[src/design/encoder_interface_params.svh]
// Constants for the quadrature encoder interface
`ifndef ENCODER_INTERFACE_PARAMS_SVH
`define ENCODER_INTERFACE_PARAMS_SVH
`define POS_WIDTH      32
`define TIMER_WIDTH    32
`define VELOCITY_PREDIVIDE_FIELD_WIDTH   3
`define POS_RESET      32'h0000_0000
`define TIMER_RESET    32'h0000_0000
`define ZERO_COUNT     32'h0000_0000
`define ONE_COUNT      32'h0000_0001
`define DIV_ONE        8'h01
`define EVT_PHASE_ERR  0
`define EVT_DIR_CHANGE 1
`define EVT_INDEX      2
`define EVT_TIMER      3
`define EVT_COUNT      4
`endif

[src/design/encoder_interface_pkg.sv]
// Types for the quadrature encoder interface
`default_nettype none
`include "encoder_interface_params.svh"
package encoder_interface_pkg;
  typedef logic [`POS_WIDTH-1:0]    word_t;
  typedef logic [`VELOCITY_PREDIVIDE_FIELD_WIDTH-1:0] div_t;
  typedef logic [`EVT_COUNT-1:0]    evt_t;

  // Direction memory for change detection
  typedef enum logic [2:0]
  {
    LAST_NONE = 3'b001,
    LAST_A    = 3'b010,
    LAST_B    = 3'b100
  } last_edge_t;

  typedef struct packed
  {
    logic [1:0] sync_a;
    logic [1:0] sync_b;
    logic [1:0] sync_i;
    logic       prev_a;
    logic       prev_b;
    logic       prev_i;
    logic       primed;
    last_edge_t last;
    logic       last_level;
    logic       dir;
    word_t      pos;
    word_t      count;
    word_t      speed;
    word_t      timer;
    logic [7:0] div_cnt;
    evt_t       raw;
    logic       irq;
  } state_t;
endpackage : encoder_interface_pkg
`default_nettype wire

[src/design/encoder_interface.sv]
// Quadrature encoder interface: decode, position, velocity and events
//
// Contract
// - Velocity capture runs only while position integration is enabled.
// - Swap option exchanges channels A and B before decoding.
// - Signalling select: zero quadrature, else step clock plus direction.
// - Capture select counts channel A edges only or both channels.
// - A leading B increments position; B leading A decrements.
// - Edge pair on one phase without other phase edge flags direction change.
// - Reset select one clears position on each sensed index pulse.
// - Decrement from zero loads the position limit.
// - Reset select zero keeps position in zero to limit, wrapping to zero.
// - Velocity counts selected edges per timer period into running count.
// - Period end copies running count to captured count and clears it.
// - Timer counts down, at zero raises event and reloads.
// - Predivider scales counted edges by two to the divide field.
// - Events have raw status, mask and write-one clear.
// - Edges per line two at capture zero, four at capture one.
// - Separate bits invert channel A, channel B and index.
// - Freeze bit stalls the block while processor is halted.
`default_nettype none
`include "encoder_interface_params.svh"
module encoder_interface
(
  input  wire logic                        clk_i,
  input  wire logic                        sys_rst_i,
  input  wire logic                        unit0_channel_a_pin_i,
  input  wire logic                        unit0_channel_b_pin_i,
  input  wire logic                        unit0_index_pin_i,
  input  wire logic                        position_enable_i,
  input  wire logic                        velocity_enable_i,
  input  wire logic                        channel_swap_i,
  input  wire logic                        signalling_select_i,
  input  wire logic                        edge_capture_select_i,
  input  wire logic                        count_reset_select_i,
  input  wire encoder_interface_pkg::div_t velocity_predivide_field_i,
  input  wire logic                        channel_a_invert_i,
  input  wire logic                        channel_b_invert_i,
  input  wire logic                        index_invert_i,
  input  wire logic                        freeze_on_debug_halt_i,
  input  wire logic                        debug_halt_i,
  input  wire encoder_interface_pkg::word_t position_limit_i,
  input  wire encoder_interface_pkg::word_t velocity_timer_reload_i,
  input  wire encoder_interface_pkg::evt_t  event_mask_i,
  input  wire encoder_interface_pkg::evt_t  event_clear_i,
  output logic [`POS_WIDTH-1:0]            position_o,
  output logic [`POS_WIDTH-1:0]            running_edge_count_o,
  output logic [`POS_WIDTH-1:0]            captured_edge_count_o,
  output logic [`POS_WIDTH-1:0]            velocity_timer_o,
  output logic                             direction_o,
  output logic [`EVT_COUNT-1:0]            event_raw_o,
  output logic                             irq_o
);
  import encoder_interface_pkg::*;

  state_t st;
  state_t next_st;

  logic a_now;
  logic b_now;
  logic i_now;
  logic a_edge;
  logic b_edge;
  logic step;
  logic up;
  logic vel_step;
  logic running;
  logic [7:0] div_top;
  evt_t set_evt;

  //////////////////////////////////////////////////////////////////////////////
  // Input conditioning
  always_comb
  begin
    a_now = channel_swap_i ? (st.sync_b[1] ^ channel_b_invert_i) : (st.sync_a[1] ^ channel_a_invert_i);
    b_now = channel_swap_i ? (st.sync_a[1] ^ channel_a_invert_i) : (st.sync_b[1] ^ channel_b_invert_i);
    i_now = st.sync_i[1] ^ index_invert_i;
    a_edge = st.primed && (a_now != st.prev_a);
    b_edge = st.primed && (b_now != st.prev_b);
  end

  //////////////////////////////////////////////////////////////////////////////
  // Decoder
  always_comb
  begin
    running = position_enable_i && !(freeze_on_debug_halt_i && debug_halt_i);
    if (signalling_select_i)
    begin
      step = a_edge && a_now;
      up   = !b_now;
    end
    else
    begin
      step = edge_capture_select_i ? (a_edge ^ b_edge) : (a_edge && !b_edge);
      up   = a_edge ? (a_now != b_now) : (a_now == b_now);
    end
    div_top  = 8'((`DIV_ONE << velocity_predivide_field_i) - `DIV_ONE);
    vel_step = step && (st.div_cnt == div_top);
  end

  //////////////////////////////////////////////////////////////////////////////
  // Next state
  always_comb
  begin
    next_st = st;
    set_evt = '0;
    next_st.sync_a = {st.sync_a[0], unit0_channel_a_pin_i};
    next_st.sync_b = {st.sync_b[0], unit0_channel_b_pin_i};
    next_st.sync_i = {st.sync_i[0], unit0_index_pin_i};
    if (!(freeze_on_debug_halt_i && debug_halt_i))
    begin
      next_st.prev_a = a_now;
      next_st.prev_b = b_now;
      next_st.prev_i = i_now;
      next_st.primed = 1'b1;
    end
    if (running)
    begin
      if (!signalling_select_i && a_edge && b_edge)
        set_evt[`EVT_PHASE_ERR] = 1'b1;
      // edge pair on one phase only
      if (!signalling_select_i && (a_edge ^ b_edge))
      begin
        if ((a_edge && st.last == LAST_A && a_now == st.last_level)
            || (b_edge && st.last == LAST_B && b_now == st.last_level))
          set_evt[`EVT_DIR_CHANGE] = 1'b1;
        next_st.last       = a_edge ? LAST_A : LAST_B;
        next_st.last_level = !(a_edge ? a_now : b_now);
      end
      if (step)
      begin
        next_st.dir = up;
        if (up)
          // wrap to zero past the limit
          next_st.pos = (st.pos >= position_limit_i) ? `POS_RESET : st.pos + `ONE_COUNT;
        else
          next_st.pos = (st.pos == `POS_RESET) ? position_limit_i : st.pos - `ONE_COUNT;
      end
      if (i_now && !st.prev_i && st.primed)
      begin
        set_evt[`EVT_INDEX] = 1'b1;
        if (count_reset_select_i)
          next_st.pos = `POS_RESET;
      end
      if (velocity_enable_i)
      begin
        if (step)
          next_st.div_cnt = vel_step ? 8'h00 : st.div_cnt + 8'h01;
        if (st.timer == `ZERO_COUNT)
        begin
          set_evt[`EVT_TIMER] = 1'b1;
          next_st.timer = velocity_timer_reload_i;
          next_st.speed = st.count + (vel_step ? `ONE_COUNT : `ZERO_COUNT);
          next_st.count = `ZERO_COUNT;
        end
        else
        begin
          next_st.timer = st.timer - `ONE_COUNT;
          if (vel_step)
            next_st.count = st.count + `ONE_COUNT;
        end
      end
    end
    // sticky raw, set wins over clear
    next_st.raw = (st.raw & ~event_clear_i) | set_evt;
    next_st.irq = |(next_st.raw & event_mask_i);
  end

  //////////////////////////////////////////////////////////////////////////////
  // State register
  always_ff @(posedge clk_i or posedge sys_rst_i)
  begin
    if (sys_rst_i)
    begin
      st      <= '0;
      st.last <= LAST_NONE;
    end
    else
      st <= next_st;
  end

  // Outputs straight from flops
  assign position_o            = st.pos;
  assign running_edge_count_o  = st.count;
  assign captured_edge_count_o = st.speed;
  assign velocity_timer_o      = st.timer;
  assign direction_o           = st.dir;
  assign event_raw_o           = st.raw;
  assign irq_o                 = st.irq;
endmodule : encoder_interface
`default_nettype wire

[config.mk]
export PLATFORM = sky130hd
export DESIGN_NAME = encoder_interface
export DESIGN_NICKNAME = d
export VERILOG_FILES = /design/src/design/encoder_interface_pkg.sv /design/src/design/encoder_interface.sv
export VERILOG_INCLUDE_DIRS = /design/src /design/src/design
export SDC_FILE = /design/constraint.sdc
export NUM_CORES = 1
export LEC_CHECK = 0
export BUFFER_PORTS_ARGS = -buffer_cell sky130_fd_sc_hd__buf_2
export CORE_UTILIZATION = 50
export CTS_CLUSTER_DIAMETER = 60
export DETAILED_ROUTE_END_ITERATION = 10
export MAX_ROUTING_LAYER = met4
export PLACE_DENSITY = 0.69
export SYNTH_ARGS = -nofsm -noshare
export SYNTH_HDL_FRONTEND = slang
export SYNTH_SLANG_ARGS = --single-unit
[constraint.sdc]
create_clock -name clk_i -period 8.05 [get_ports clk_i]
set_input_delay 0 -clock clk_i [delete_from_list [all_inputs] [get_ports clk_i]]
set_output_delay 0 -clock clk_i [all_outputs]
set_load 0.02 [all_outputs]
==> flow_summary.ini <==
[placed_design]
postPlaceCellArea_um2 = 12100
port_buffers = 224
gp_congestion = 0.875
dp_hpwl_um = 23500

[synthesis]
yosysTopAreaCellShare_pct = 32.9
yosys-top-cells-area = dfrtp_1 (33%), buf_4 (8.7%), nand2_1 (5.2%)
synth-main-ff-cell = dfrtp_1
synth_largest_area_cell = dfrtp_1
synth_edf_count = 0
synth.avg_cell_area_um2 = 8.04
yosys_warnings = 0
synthArstFlopShare_pct = 100
synth-seq-area-share_pct = 33.1
synthCells = 1468
syn_nets = 1601
synth.distinct_cells = 80
syn-cell-area_um2 = 11800
synth-seq-cells = 156

[clock_network]
htree_levels = 4
ctsHoldBuffers = 49
cts_sinks = 156
cts_made_buffers = 17
clockBufferDepth = 2
clk_pin_slew_ns = 0.08
cts_tree = yes
post_cts_resized = 0
insertion_delay_ns = 0.43
root_buffer = clkbuf_16
postCtsSetupBuffers = 0

[timing]
worst_pin_slew_ns = 1.10
fmax_mhz = 221
fin_worst_skew_ns = 0.0157
setup_viol = 0
rsz0062_at_grt = false
finalCritPeriodShare_pct = 56.2
hold_viol_final = 0
post-route-min-period_ns = 4.52
tns_ns = 0
slew-limit-headroom_pct = 26.2
slew_violations = 0

[routing]
vias = 11100
drc = 0
drtPass1Iterations = 6
avgRoutedWirePerCell_um = 18.0
final_antenna_net_count = 0
via_per_inst = 5.87
first_iter_violations = 904
drt-total-wl_um = 33900

[global_route]
antenna_found_initial = 4
grt_usage_pct = 29.3
grt_pass1_wl_um = 54800
gr-total-overflow = 0
grt_max_degree = 91
grt_pass1_vias = 10300

[floorplanning]
die_height_um = 156
ioPinCount = 225
rows = 55
dieArea_um2 = 24200
coreArea_um2 = 22900
initial_core_util_pct = 51.5
die_x_um = 156

[setup_path]
cp-start-kind = flop
r2r_cells = 16
worstPathMaxFanout = 6
path_class = flop to flop
critPathRequiredTime_ns = 8.33
slowest_stage = or3_1
crit_chain = xnor2_1 > mux2i_1 > xnor2_1 > nand2b_1 > inv_1 > ha_1 > a211oi_1 > a31o_2 > and4_1 > ha_1 > ha_1 > nand3_1 > or3_1 > nor4_1 > xnor2_1 > o21ai_0
endpoint_kind = flop
worstPathArrival_ns = 4.80
worst_path_largest_cell_delay_ns = 0.50

[cells_and_area]
final_net_count = 1693
num-fill-cells = 2119
layout.cells.most_common = buf_2
post-route-util_pct = 57.5
final_area_um2 = 13200
area_growth_pct = 11.7
layout-drive-gt1-share_pct = 19.9
final_cell_mix = buf_2 (224), nand2_1 (164), dfrtp_1 (155)

[min_path]
min_path_type = input port to flop
min_path_cells = 5

[run]
maxCapViolations = 0

[run_status]
outcome = complete, no violations

[power]
p_leak_nw = 5.77
p_per_area_nw_per_um2 = 230
ir_drop_mv = 0.159
finalPower_mw = 3.03
-- metrics by stage --
| stage | setup WS, ns | std cells | hold WS, ns |
|---|---|---|---|
| after floorplan | 3.85 | 1468 | 0.0314 |
| after global placement | 3.73 | 1805 | 0.109 |
| after detailed placement | 3.55 | 1805 | 0.109 |
| after CTS | 3.55 | 1886 | 0.000624 |
| after global routing | 3.19 | 1890 | 0.0417 |
| final | 3.53 | 1890 | 0.0155 |
-- worst max-delay path, delay by kind of cell (launching register included) --
kind	cells	cell delay, ns
and+or+nand+nor	5	1.52
adders and majority gates	3	0.74
AOI/OAI and AO/OA	3	0.65
xor gates and xnor gates	3	0.50
muxes	1	0.46
DFF	1	0.40
buffers and inverters	1	0.11
-- power breakdown --
group | leakage (nW) | internal (mW) | switching [mW]
registers | 2.05 | 0.887 | 0.233
logic | 3.45 | 0.455 | 0.671
clock network | 0.269 | 0.421 | 0.362
total | 5.77 | 1.76 | 1.27
-- per-layer routing --
layer / global-route usage, % / vias up / wire [µm]
met5: - / - / 0
met4: 6.30 / 0 / 363
met3: 5.64 / 30 / 3200
met2: 44.2 / 521 / 15300
met1: 40.9 / 5245 / 15100
li1: - / 5292 / -
-- cell families (layout without fill, tap and decap cells) --
family,count (synthesis),in the layout,share of synthesized area (%)
AND/OR/NAND/NOR,537,537,23.0
AO/OA/AOI/OAI,344,344,18.4
buffers and inverters,294,399,13.9
flip-flops,156,156,33.1
XOR/XNOR,86,86,6.38
adder cells (fa/ha/maj),42,42,4.45
multiplexers,9,9,0.817
other,0,4,0
-- registers in the layout (all words and copies together), names as in the netlist --
name / flops
irq_o: 1
running_edge_count_o: 32
velocity_timer_o: 32
position_o: 32
captured_edge_count_o: 32
event_raw_o: 4
direction_o: 1
st: 19
next_st: 3
-- cell type report --
type	count	area [µm²]	share of cell area (%)
inverters	78	298	2.26
clock inverters	12	105	0.797
flip-flops and latches	156	3910	29.6
multi-input cells	1018	6280	47.7
diodes	4	10.0	0.0760
repair buffers	289	1730	13.1
well taps	313	392	2.97
clock buffers	20	457	3.47
-- final timing paths --
path                                startpoint                         to  slack, ns
hold / removal             position_limit_i[1]              position_o[1]       0.02
max in group asynchronous            sys_rst_i        velocity_timer_o[8]       6.31
setup reg to reg                       st[153]  captured_edge_count_o[28]       3.53
min in group asynchronous            sys_rst_i  captured_edge_count_o[17]       0.32
hold reg to reg                   next_st[153]                    st[153]       0.35
setup / recovery                       st[153]  captured_edge_count_o[28]       3.53
-- Yosys cell counts, types with 11 or more instances --
library cell	count
ha_1	42
nand2_1	165
or3_1	26
nor2_1	101
a21oi_1	84
or4_1	16
buf_4	136
o211ai_1	11
a31oi_1	13
buf_2	11
or2_2	14
nand4_1	20
o22ai_1	21
nand3_1	45
inv_1	78
nor3_1	50
clkbuf_1	65
xor2_1	22
dfrtp_1	155
a22oi_1	19
nor4_1	34
a211oi_1	12
xnor2_1	64
o21ai_0	112
Power figures use the tool's default switching activity.
